[src/vofc_map.vh]
/*
 * Register map, field positions, reset values and encodings of the valve
 * output fault configuration block.
 * Assumes one 32-bit Avalon-MM slave port with word-aligned byte addresses.
 */
`ifndef VOFC_MAP_VH
`define VOFC_MAP_VH

// ****************************************
// register byte offsets
// ****************************************
`define VOFC_SYS_CFG 6'h00
`define VOFC_UNIT_CFG 6'h04
`define VOFC_OPEN_EN 6'h08
`define VOFC_ACTION 6'h0C
`define VOFC_IRQ_STAT 6'h10
`define VOFC_IRQ_CLR 6'h14
`define VOFC_IRQ_EN 6'h18
`define VOFC_UNIT_ERR 6'h1C
`define VOFC_OPEN_ERR 6'h20
`define VOFC_OUT_STATE 6'h24

// ****************************************
// field positions
// ****************************************
`define VOFC_SRC_SEL_BIT 0
`define VOFC_CTRL_MON_BIT 0
`define VOFC_OUT_MON_BIT 1
`define VOFC_SHORT_EN_BIT 2
`define VOFC_RECOV_BIT 3
`define VOFC_EV_CTRL 0
`define VOFC_EV_OUT 1
`define VOFC_EV_SHORT 2
`define VOFC_EV_OPEN 3
`define VOFC_EV_COMM 4
`define VOFC_EV_W 5

// ****************************************
// reset values and encodings
// ****************************************
`define VOFC_SYS_RST 1'h0
`define VOFC_UNIT_RST 4'h7
`define VOFC_ACT_CLEAR 2'h0
`define VOFC_ACT_HOLD 2'h1
`define VOFC_ACT_FORCE 2'h2

// comparator trip points in mV, set outside in the analog front end
`define VOFC_CTRL_HI_MV 26000
`define VOFC_CTRL_LO_MV 21000
`define VOFC_OUT_HI_MV 26000
`define VOFC_OUT_LO_MV 20000

`endif

[src/vofc_sync.v]
/*
 * Three-stage pin synchroniser with agreement filter.
 * Assumes asynchronous pin inputs and the core clock.
 */
`timescale 1ns/10ps
module vofc_sync
#(
   parameter W = 1
)
(
   input wire core_clk_i,
   input wire rst_i,
   input wire [W-1:0] pin_i,
   output reg [W-1:0] level_o
);

reg [W-1:0] s1;
reg [W-1:0] s2;
reg [W-1:0] s3;

// ****************************************
// stages; output moves when stages 2 and 3 agree
// ****************************************
always @(posedge core_clk_i)
begin
   if (rst_i)
   begin
      s1 <= {W{1'b0}};
      s2 <= {W{1'b0}};
      s3 <= {W{1'b0}};
      level_o <= {W{1'b0}};
   end
   else
   begin
      s1 <= pin_i;
      s2 <= s1;
      s3 <= s2;
      level_o <= (s2 & s3) | (level_o & (s2 | s3));
   end
end

endmodule // vofc_sync

[src/vofc_chan.v]
/*
 * One valve output channel with its communication fault action.
 * Assumes command and fault flag come from logic on the core clock.
 */
`timescale 1ns/10ps
`include "vofc_map.vh"
module vofc_chan
(
   input wire core_clk_i,
   input wire rst_i,
   input wire cmd_i,
   input wire comm_fault_i,
   input wire [1:0] action_i,
   output reg out_o
);

// ****************************************
// output stage
// ****************************************
always @(posedge core_clk_i)
begin
   if (rst_i)
      out_o <= 1'b0;
   else if (!comm_fault_i)
      out_o <= cmd_i;
   else
   begin
      case (action_i)
         `VOFC_ACT_HOLD: out_o <= out_o;
         `VOFC_ACT_FORCE: out_o <= 1'b1;
         default: out_o <= 1'b0;
      endcase
   end
end

endmodule // vofc_chan

[src/vofc_top.v]
/*
 * Valve output fault supervision and communication fault output policy,
 * with parameters written by the network controller over Avalon-MM and by
 * a handheld terminal over a simple write strobe.
 * Assumes: handheld port, output commands and comm fault on the core clock;
 * supply comparators, short, open and switch inputs are asynchronous pins.
 */
`timescale 1ns/10ps
`include "vofc_map.vh"
module vofc_top
#(
   parameter NCH = 16
)
(
   input wire core_clk_i,
   input wire rst_i,
   input wire [5:0] avs_address_i,
   input wire avs_read_i,
   input wire avs_write_i,
   input wire [31:0] avs_writedata_i,
   output reg [31:0] avs_readdata_o,
   output reg avs_waitrequest_o,
   input wire ht_write_i,
   input wire [5:0] ht_address_i,
   input wire [31:0] ht_writedata_i,
   input wire ctrl_supply_over_i,
   input wire ctrl_supply_under_i,
   input wire out_supply_over_i,
   input wire out_supply_under_i,
   input wire short_det_i,
   input wire [NCH-1:0] open_det_i,
   input wire [1:0] switch_action_i,
   input wire comm_fault_i,
   input wire [NCH-1:0] out_cmd_i,
   output wire [NCH-1:0] valve_out_o,
   output reg [3:0] unit_err_o,
   output reg [NCH-1:0] open_err_o,
   output reg irq_o
);

// ****************************************
// declarations
// ****************************************
reg output_fault_source_select;
reg control_supply_monitor_enable;
reg output_supply_monitor_enable;
reg short_detect_enable;
reg short_recovery_mode;
reg [NCH-1:0] open_detect_enable;
reg [2*NCH-1:0] comm_fault_output_action;
reg [`VOFC_EV_W-1:0] irq_stat;
reg [`VOFC_EV_W-1:0] irq_en;
reg [`VOFC_EV_W-1:0] err_prev;
reg ctrl_err;
reg out_err;
reg short_err;
reg comm_prev;
reg [31:0] next_rdata;
reg [`VOFC_EV_W-1:0] next_stat;
reg [`VOFC_EV_W-1:0] clr_bits;
wire [3:0] sup_sync;
wire short_sync;
wire [NCH-1:0] open_sync;
wire [1:0] sw_sync;
wire bus_wr;
wire bus_rd;
wire [`VOFC_EV_W-1:0] err_now;
wire [`VOFC_EV_W-1:0] err_rise;

// ****************************************
// pin synchronisers
// ****************************************
vofc_sync #(.W(4)) u_sync_sup
(
   .core_clk_i(core_clk_i),
   .rst_i(rst_i),
   .pin_i({ctrl_supply_over_i, ctrl_supply_under_i,
           out_supply_over_i, out_supply_under_i}),
   .level_o(sup_sync)
);

vofc_sync #(.W(NCH + 3)) u_sync_misc
(
   .core_clk_i(core_clk_i),
   .rst_i(rst_i),
   .pin_i({short_det_i, switch_action_i, open_det_i}),
   .level_o({short_sync, sw_sync, open_sync})
);

// ****************************************
// avalon slave handshake
// ****************************************
// waitrequest drops for exactly one cycle; that edge takes the access
assign bus_wr = avs_write_i & ~avs_waitrequest_o;
assign bus_rd = avs_read_i & ~avs_waitrequest_o;

always @(posedge core_clk_i)
begin
   if (rst_i)
      avs_waitrequest_o <= 1'b1;
   else if ((avs_read_i | avs_write_i) & avs_waitrequest_o)
      avs_waitrequest_o <= 1'b0;
   else
      avs_waitrequest_o <= 1'b1;
end

// ****************************************
// parameter registers
// ****************************************
// bus write applied first, handheld second: on a same-cycle clash to the
// same register the handheld value is the one left standing; a handheld write
// to any address outside its four registers holds irq_en over a bus write
always @(posedge core_clk_i)
begin
   if (rst_i)
   begin
      output_fault_source_select <= `VOFC_SYS_RST;
      {short_recovery_mode, short_detect_enable,
       output_supply_monitor_enable,
       control_supply_monitor_enable} <= `VOFC_UNIT_RST;
      open_detect_enable <= {NCH{1'b1}};
      comm_fault_output_action <= {2*NCH{1'b0}};
      irq_en <= {`VOFC_EV_W{1'b0}};
   end
   else
   begin
      if (bus_wr)
      begin
         case (avs_address_i)
            `VOFC_SYS_CFG:
               output_fault_source_select <=
                  avs_writedata_i[`VOFC_SRC_SEL_BIT];
            `VOFC_UNIT_CFG:
            begin
               control_supply_monitor_enable <=
                  avs_writedata_i[`VOFC_CTRL_MON_BIT];
               output_supply_monitor_enable <=
                  avs_writedata_i[`VOFC_OUT_MON_BIT];
               short_detect_enable <= avs_writedata_i[`VOFC_SHORT_EN_BIT];
               short_recovery_mode <= avs_writedata_i[`VOFC_RECOV_BIT];
            end
            `VOFC_OPEN_EN:
               open_detect_enable <= avs_writedata_i[NCH-1:0];
            `VOFC_ACTION:
               comm_fault_output_action <= avs_writedata_i[2*NCH-1:0];
            `VOFC_IRQ_EN:
               irq_en <= avs_writedata_i[`VOFC_EV_W-1:0];
            default:
               irq_en <= irq_en;
         endcase
      end
      if (ht_write_i)
      begin
         case (ht_address_i)
            `VOFC_SYS_CFG:
               output_fault_source_select <=
                  ht_writedata_i[`VOFC_SRC_SEL_BIT];
            `VOFC_UNIT_CFG:
            begin
               control_supply_monitor_enable <=
                  ht_writedata_i[`VOFC_CTRL_MON_BIT];
               output_supply_monitor_enable <=
                  ht_writedata_i[`VOFC_OUT_MON_BIT];
               short_detect_enable <= ht_writedata_i[`VOFC_SHORT_EN_BIT];
               short_recovery_mode <= ht_writedata_i[`VOFC_RECOV_BIT];
            end
            `VOFC_OPEN_EN:
               open_detect_enable <= ht_writedata_i[NCH-1:0];
            `VOFC_ACTION:
               comm_fault_output_action <= ht_writedata_i[2*NCH-1:0];
            default:
               irq_en <= irq_en;
         endcase
      end
   end
end

// ****************************************
// error flags
// ****************************************
always @(posedge core_clk_i)
begin
   if (rst_i)
   begin
      ctrl_err <= 1'b0;
      out_err <= 1'b0;
      short_err <= 1'b0;
      open_err_o <= {NCH{1'b0}};
   end
   else
   begin
      ctrl_err <= control_supply_monitor_enable
                  & (sup_sync[3] | sup_sync[2]);
      out_err <= output_supply_monitor_enable
                 & (sup_sync[1] | sup_sync[0]);
      if (short_recovery_mode)
         short_err <= short_err
                      | (short_detect_enable & short_sync);
      else
         short_err <= short_detect_enable & short_sync;
      open_err_o <= open_detect_enable & open_sync;
   end
end

// ****************************************
// readable unit status
// ****************************************
always @(posedge core_clk_i)
begin
   if (rst_i)
      unit_err_o <= 4'h0;
   else
      unit_err_o <= {comm_fault_i, short_err, out_err, ctrl_err};
end

// ****************************************
// interrupt status
// ****************************************
assign err_now = {comm_fault_i, |open_err_o, short_err, out_err, ctrl_err};
assign err_rise = err_now & ~err_prev;

always @*
begin
   clr_bits = {`VOFC_EV_W{1'b0}};
   if (bus_wr && avs_address_i == `VOFC_IRQ_CLR)
      clr_bits = avs_writedata_i[`VOFC_EV_W-1:0];
   // a new event in the clearing cycle survives
   next_stat = (irq_stat & ~clr_bits) | err_rise;
end

always @(posedge core_clk_i)
begin
   if (rst_i)
   begin
      err_prev <= {`VOFC_EV_W{1'b0}};
      irq_stat <= {`VOFC_EV_W{1'b0}};
      irq_o <= 1'b0;
   end
   else
   begin
      err_prev <= err_now;
      irq_stat <= next_stat;
      irq_o <= |(next_stat & irq_en);
   end
end

// ****************************************
// read data
// ****************************************
always @*
begin
   next_rdata = 32'h0;
   case (avs_address_i)
      `VOFC_SYS_CFG:
         next_rdata[`VOFC_SRC_SEL_BIT] = output_fault_source_select;
      `VOFC_UNIT_CFG:
         next_rdata[3:0] = {short_recovery_mode, short_detect_enable,
                            output_supply_monitor_enable,
                            control_supply_monitor_enable};
      `VOFC_OPEN_EN:
         next_rdata[NCH-1:0] = open_detect_enable;
      `VOFC_ACTION:
         next_rdata[2*NCH-1:0] = comm_fault_output_action;
      `VOFC_IRQ_STAT:
         next_rdata[`VOFC_EV_W-1:0] = irq_stat;
      `VOFC_IRQ_EN:
         next_rdata[`VOFC_EV_W-1:0] = irq_en;
      `VOFC_UNIT_ERR:
         next_rdata[3:0] = {comm_fault_i, short_err, out_err, ctrl_err};
      `VOFC_OPEN_ERR:
         next_rdata[NCH-1:0] = open_err_o;
      `VOFC_OUT_STATE:
         next_rdata[NCH-1:0] = valve_out_o;
      default:
         next_rdata = 32'h0;
   endcase
end

always @(posedge core_clk_i)
begin
   if (rst_i)
      avs_readdata_o <= 32'h0;
   else if (avs_read_i & avs_waitrequest_o)
      avs_readdata_o <= next_rdata;
end

// ****************************************
// output channels
// ****************************************
genvar g;
generate
   for (g = 0; g < NCH; g = g + 1)
   begin : g_ch
      wire [1:0] act;
      assign act = output_fault_source_select
                   ? comm_fault_output_action[2*g+1:2*g]
                   : sw_sync;
      vofc_chan u_chan
      (
         .core_clk_i(core_clk_i),
         .rst_i(rst_i),
         .cmd_i(out_cmd_i[g]),
         .comm_fault_i(comm_fault_i),
         .action_i(act),
         .out_o(valve_out_o[g])
      );
   end
endgenerate

endmodule // vofc_top

[config.mk]
export PLATFORM = sky130hd
export DESIGN_NAME = vofc_top
export DESIGN_NICKNAME = d
export VERILOG_FILES = /design/src/vofc_sync.v /design/src/vofc_chan.v /design/src/vofc_top.v
export VERILOG_INCLUDE_DIRS = /design/src
export SDC_FILE = /design/constraint.sdc
export NUM_CORES = 1
export LEC_CHECK = 0
export ABC_AREA = 1
export BUFFER_PORTS_ARGS = -buffer_cell sky130_fd_sc_hd__buf_4
export CORE_MARGIN = 1.5
export CORE_UTILIZATION = 50
export DETAILED_ROUTE_END_ITERATION = 16
export PLACE_DENSITY = 0.76
export SYNTH_ARGS = -nofsm -noshare
export SYNTH_HDL_FRONTEND = slang
export SYNTH_SLANG_ARGS = --single-unit
[constraint.sdc]
create_clock -name core_clk_i -period 1.42 [get_ports core_clk_i]
set_clock_uncertainty 0.1 [all_clocks]
set_input_delay 0.426 -clock core_clk_i [delete_from_list [all_inputs] [get_ports core_clk_i]]
set_output_delay 0.426 -clock core_clk_i [all_outputs]
set_load 0.01 [all_outputs]
# Word level (Yosys, flattened, before mapping)

Cells that the tools add are included.

Reduce and logical (&&, ||, !) cells: 6
Muxes and demuxes: 88
Equality and inequality tests: 61
Bitwise logic cells: 26

Operators with widths:

| cell               | count |
|---|---|
| $mux 32            | 4 |
| $mux 16            | 5 |
| $pmux 11 s4        | 1 |
| $and 19x19->19     | 2 |
| $mux 1             | 38 |
| $or 19x19->19      | 2 |
| $ne 2x2->1 const B | 17 |
| $eq 2x1->1 const B | 16 |
| $eq 2x2->1 const B | 16 |
| $mux 2             | 16 |
| $pmux 1 s2         | 16 |
| $mux 5             | 5 |
| $eq 6x4->1 const B | 4 |
| $eq 6x5->1 const B | 4 |
| $pmux 3 s8         | 1 |
| $and 16x16->16     | 1 |
| $reduce_or 16->1   | 1 |
| $and 5x5->5        | 3 |
| $eq 6x3->1 const B | 2 |
| $eq 6x6->1 const B | 2 |
| $logic_not 6->1    | 2 |
| $not 5->5          | 2 |
| $pmux 1 s9         | 1 |
| $and 4x4->4        | 2 |
| 9 further kinds    | 18 |

Bits in registers: 233
Word-level logic and storage cells: 223
Output and inout port bits: 70
Input port bits: 121

# Longest topological paths before layout

Depth in word-level cells: 9
Gate-level depth with buffers: 11
Depth with buffers taken out: 11

# By module

Synthesis repeated with hierarchy kept, for this count alone.

Cells, all modules: 1413
Area total of the unflattened synthesis: 9749.4 µm²

Modules (own cells, without submodules):

| module                   | instances | sequential area each (µm²) | area each (µm²) | cells each |
|---|---|---|---|---|
| vofc_top                 | 1         | 2422.3                     | 6074.6          | 944 |
| vofc_sync at u_sync_misc | 1         | 1521.5                     | 2273.4          | 255 |
| vofc_chan                | 16        | 20.0                       | 57.6            | 10 |
| vofc_sync at u_sync_sup  | 1         | 320.3                      | 480.5           | 54 |

# Worst setup path after synthesis

Ideal clock, no wire load.

Path type: in2reg
From: input ht_address_i[1]
To: register comm_fault_output_action[12]
Slack: -0.127 ns
Library setup time: 0.115 ns
Stages on the path: 5
Data arrival time: 1.332 ns
Data required time: 1.205 ns
Path buffers: 1
Path through: nor2_1 -> nand4_1 -> clkbuf_1 -> o211ai_1 -> inv_2

Cells in the longest elaborated chain, start to end: 3

Ends and longest elaborated chain:

| item                 | line           | source |
|---|---|---|
| from (decl)          | vofc_top.v:24  | `input wire [5:0] ht_address_i,` |
| $eq 6x4->1           | vofc_top.v:154 | `case (ht_address_i)` |
| $mux 32              | vofc_top.v:154 |  |
| $mux 32              | vofc_top.v:152 | `if (ht_write_i)` |
| to (signal assigned) | vofc_top.v:122 | `comm_fault_output_action <= {2*NCH{1'b0}};` |
| to (signal assigned) | vofc_top.v:145 | `comm_fault_output_action <= avs_writedata_i[2*NCH-1:0];` |
| to (signal assigned) | vofc_top.v:170 | `comm_fault_output_action <= ht_writedata_i[2*NCH-1:0];` |
| to (decl)            | vofc_top.v:50  | `reg [2*NCH-1:0] comm_fault_output_action;` |

No other way between the ends.
A chain may end at the register's enable or synchronous reset.

# Worst setup path in the final report

From: register open_err_o[12]
To: output open_err_o[12]

RTL lines:

| item                   | line           | source |
|---|---|---|
| from (decl)            | vofc_top.v:37  | `output reg [NCH-1:0] open_err_o,` |
| from (signal assigned) | vofc_top.v:188 | `open_err_o <= {NCH{1'b0}};` |
| from (signal assigned) | vofc_top.v:201 | `open_err_o <= open_detect_enable & open_sync;` |

No word-level cell between the ends.

==> results.md <==
Status:
- The run finished, with violations left.
- The checks that failed: setup timing.

Final layout:
- The repair_antennas step left the layout with diodes totalling 0.
- The area growth from synthesis to layout is 45.58%.
- The fill cell instance count of the final layout is 1386.
- The finished cells cover 13920 sq um.
- The final net count is 1688.
- The final standard cell utilization of the core is 0.7443.
- Leaving out fill and tap cells, the most frequent cells in the layout are 253 x sky130_fd_sc_hd__nand2_1, 206 x sky130_fd_sc_hd__buf_4, 166 x sky130_fd_sc_hd__inv_1.
- The multi-input combinational cells in the finished layout cover a total of 4125 sq um.
- The fraction of final layout cells with drive strength greater than 1 is 0.3331.
- Leaving out fill and tap cells, the most frequent cell in the layout is sky130_fd_sc_hd__nand2_1.
- Summing all flip-flop and latch instances after layout gives 4686 sq um.

Yosys:
- Counting distinct cell types in the post-synthesis netlist gives 33.
- The cell accounting for the most synthesized area is sky130_fd_sc_hd__dfxtp_1.
- The cell count after synthesis came out at 1303.
- The yosys synthesis warning count is 0.
- The synthesized design contains 229 register bits.
- Of the post-synthesis cell area, the dominant cell type holds 0.4793.
- The sequential fraction of the synthesis area is 0.4793.
- The mapped netlist covers 9564 sq um.
- Ranked by total cell area, the synthesized netlist is headed by sky130_fd_sc_hd__dfxtp_1 48%, sky130_fd_sc_hd__nand2_1 10%, sky130_fd_sc_hd__inv_1 6.9%.
- The average instance in the mapped netlist occupies 7.340 sq um.
- Synthesis produced a netlist with a net count of 1424.

CTS:
- The clock edge transition at the registers on the reported setup and hold paths is 0.06 ns.
- The insertion delay to the later sink of the worst-skew pair is 0.52 ns.
- In this run, CTS created clock tree buffers numbering 24.
- The cell chosen for the clock root is sky130_fd_sc_hd__clkbuf_16.
- CTS built an H-tree with a depth of 1.
- In this run the deepest clock path goes through 3 buffers.
- TritonCTS built the clock tree.
- Counting every sink on the clock net gives between 200 and 250.

Global route:
- For met1 alone, demand over resource in global routing was 0.3780.
- The met3 usage in global routing is 0.04894.
- The number of antenna violations at the first check in global routing is 0.
- The number of global-route vias before repair is 9156.
- The global-route wire length before repair is 46240 microns.
- The highest-utilization routing layer at the global route stage is met2.
- After global routing the overflow that remains totals 0.
- For this run, global-route usage on met2 was measured as 0.4711.
- Across every metal layer, demand over resource in global routing totals 0.2894.
- The largest net degree at the start of global routing is 67.

Timing:
- In the post-route analysis, the smallest setup slack over all paths is -0.1799 ns.
- The worst-case hold slack is around 0.011 ns.
- The max-slew violation total from the final report is 0.
- Setup violations remaining at the end of the flow were counted as a little over 80.
- Headroom to the max-slew limit came out at 0.7858.
- The total count of hold-check failures in the final report is 0.
- In the finished design, the share of the clock period the worst path needs comes to 1.127.
- Setup repair after global routing could not meet its margin everywhere.
- The achievable frequency is 0.6250 GHz.
- The accumulated negative setup slack is -6.363 ns.
- The transition time of the tightest slew-check pin is between 0.3 and 0.4 ns.
- Counting I/O delays and the setup requirement, the final critical path takes 1.600 ns.

Floorplanning:
- The count of boundary I/O pins is 191.
- The initial utilization of the core area, before any placement, comes to 0.5113.
- The die outline height is 141.3 microns.
- In this run the core area contains 50 standard-cell rows.
- The die covers 19970 sq um.
- The standard cell core area is 18710 sq um.
- The die width is 141.3 microns.

Placement:
- Input and output buffers added on the ports amount to 190.
- Summed over all nets, the half-perimeter wirelength after detailed placement is 19860 microns.
- The congestion estimate from routability-driven global placement came to 0.9588.
- Prior to clock tree synthesis, the placed netlist has a worst setup slack of -0.4244 ns.
- The placed instances occupy a cell area of 11710 sq um.

Worst setup path:
- The top fanout value on the critical path is 2.
- For the worst setup path, the data required time is ~0.89 ns.
- The critical path startpoint category is a flip-flop.
- The path type of the worst setup path is flip-flop to primary output.
- Data on the critical path arrives at its endpoint at between 1 and 1.5 ns.
- The endpoint kind of the worst setup timing path is a primary output.
- In this run the register-to-register setup slack is -0.16 ns.

Drt:
- In the final routed layout, each cell accounts on average for ~17 microns.
- The final layout contains routed wiring with a total length of 31090 microns.
- The iteration-0 DRC count of the detailed router is 725.
- In the routed layout, each cell is associated on average with a via count of roughly 5.4.
- Once detail routing completed, the nets flagged for antenna violations numbered 0.
- The number of search-and-repair iterations in the first detailed-routing pass is 6.
- The count of vias placed by the detailed router is 9836.
- In the routed design, unresolved DRC markers number 0.

Power:
- The peak ir drop on the vdd network is between 0.0008 and 0.0009 V.
- Dividing total power by cell area gives a power density of 1069 nW/um^2.
- The static leakage is 6.528 nW.

Flow run:
- The max-cap check violation count is 0.

Min path:
- The worst hold path belongs to the class primary input to flip-flop.
==> layout make-up <==
class                   instances  area share
repair buffers                326      0.2301
inverters                     186     0.05302
clock buffers                  34     0.05167
flip-flops and latches        229      0.3365
well taps                     234     0.02103
multi-input cells             800      0.2963
clock inverters                10     0.01132
==> report_power, final <==
part	switching [mW]	total [mW]	internal [mW]
Clock	2.59	6.84	4.25
Sequential	0.0915	6.68	6.59
Combinational	0.682	1.36	0.678
==> flip-flops by register name, indices dropped and copies added, names as in the netlist, 4 cells and up <==
signal                    cells
irq_en                        5
avs_readdata_o               32
comm_fault_output_action     32
u_sync_misc.level_o          19
unit_err_o                    4
irq_stat                      5
open_detect_enable           16
g_ch.u_chan.out_o            16
open_err_o                   16
u_sync_sup.level_o            4
u_sync_sup.s3                 4
u_sync_sup.s2                 4
u_sync_sup.s1                 4
u_sync_misc.s3               19
u_sync_misc.s2               19
u_sync_misc.s1               19
==> routing by layer <==
metal	share of wire	vias up
li1	-	4732
met3	0.089	89
met5	0	-
met1	0.41	4514
met4	0.039	0
met2	0.47	501
==> worst max-delay path, stage by stage, from the launching register on <==
cell and delay [ns]:
sky130_fd_sc_hd__dfxtp_2 0.33, sky130_fd_sc_hd__buf_6 0.12, sky130_fd_sc_hd__buf_6 0.11
==> logic make-up after synthesis <==
family | count (synthesis) | synth area share
buffers and inverters | 278 | 0.1265
AOI/OAI and AO/OA | 257 | 0.1533
DFF | 229 | 0.4793
and+or+nand+nor | 539 | 0.2408
==> cell usage after synthesis, drive strengths merged <==
master / instances
a211oi: 19
a21oi: 102
a31oi: 11
a32o: 1
and2: 1
and3: 1
buf: 48
clkbuf: 44
clkinv: 1
dfxtp: 229
inv: 185
nand2: 269
nand3: 98
nand4: 18
nor2: 126
nor3: 20
nor3b: 2
o211ai: 36
o21ai: 81
o22ai: 1
o32ai: 6
or2: 4
==> path summary, 6_finish.rpt <==
check                startpoint            endpoint  depth (start not counted)
max              open_err_o[12]      open_err_o[12]                          2
min               open_det_i[3]   u_sync_misc.s1[3]                          3
max reg2reg      open_err_o[13]               irq_o                         11
min reg2reg  u_sync_misc.s1[13]  u_sync_misc.s2[13]                          2
==> stage by stage <==
stage          std cells  power (mW)
5_1_grt             1819       15.33
6_report            1819       14.89
2_1_floorplan       1303       7.300
3_3_place_gp        1713       7.912
4_1_cts             1800       14.81
3_5_place_dp        1713       7.926
==> repair_timing <==
item	in CTS	in global routing
resized for setup	187	69
hold buffers	1	0
setup endpoints to repair	134	140
endpoints found under the hold margin	1	0
setup buffers	43	12
pin swaps	4	17
gates cloned	3	7
No activity file was read; power rests on OpenSTA's default activity.
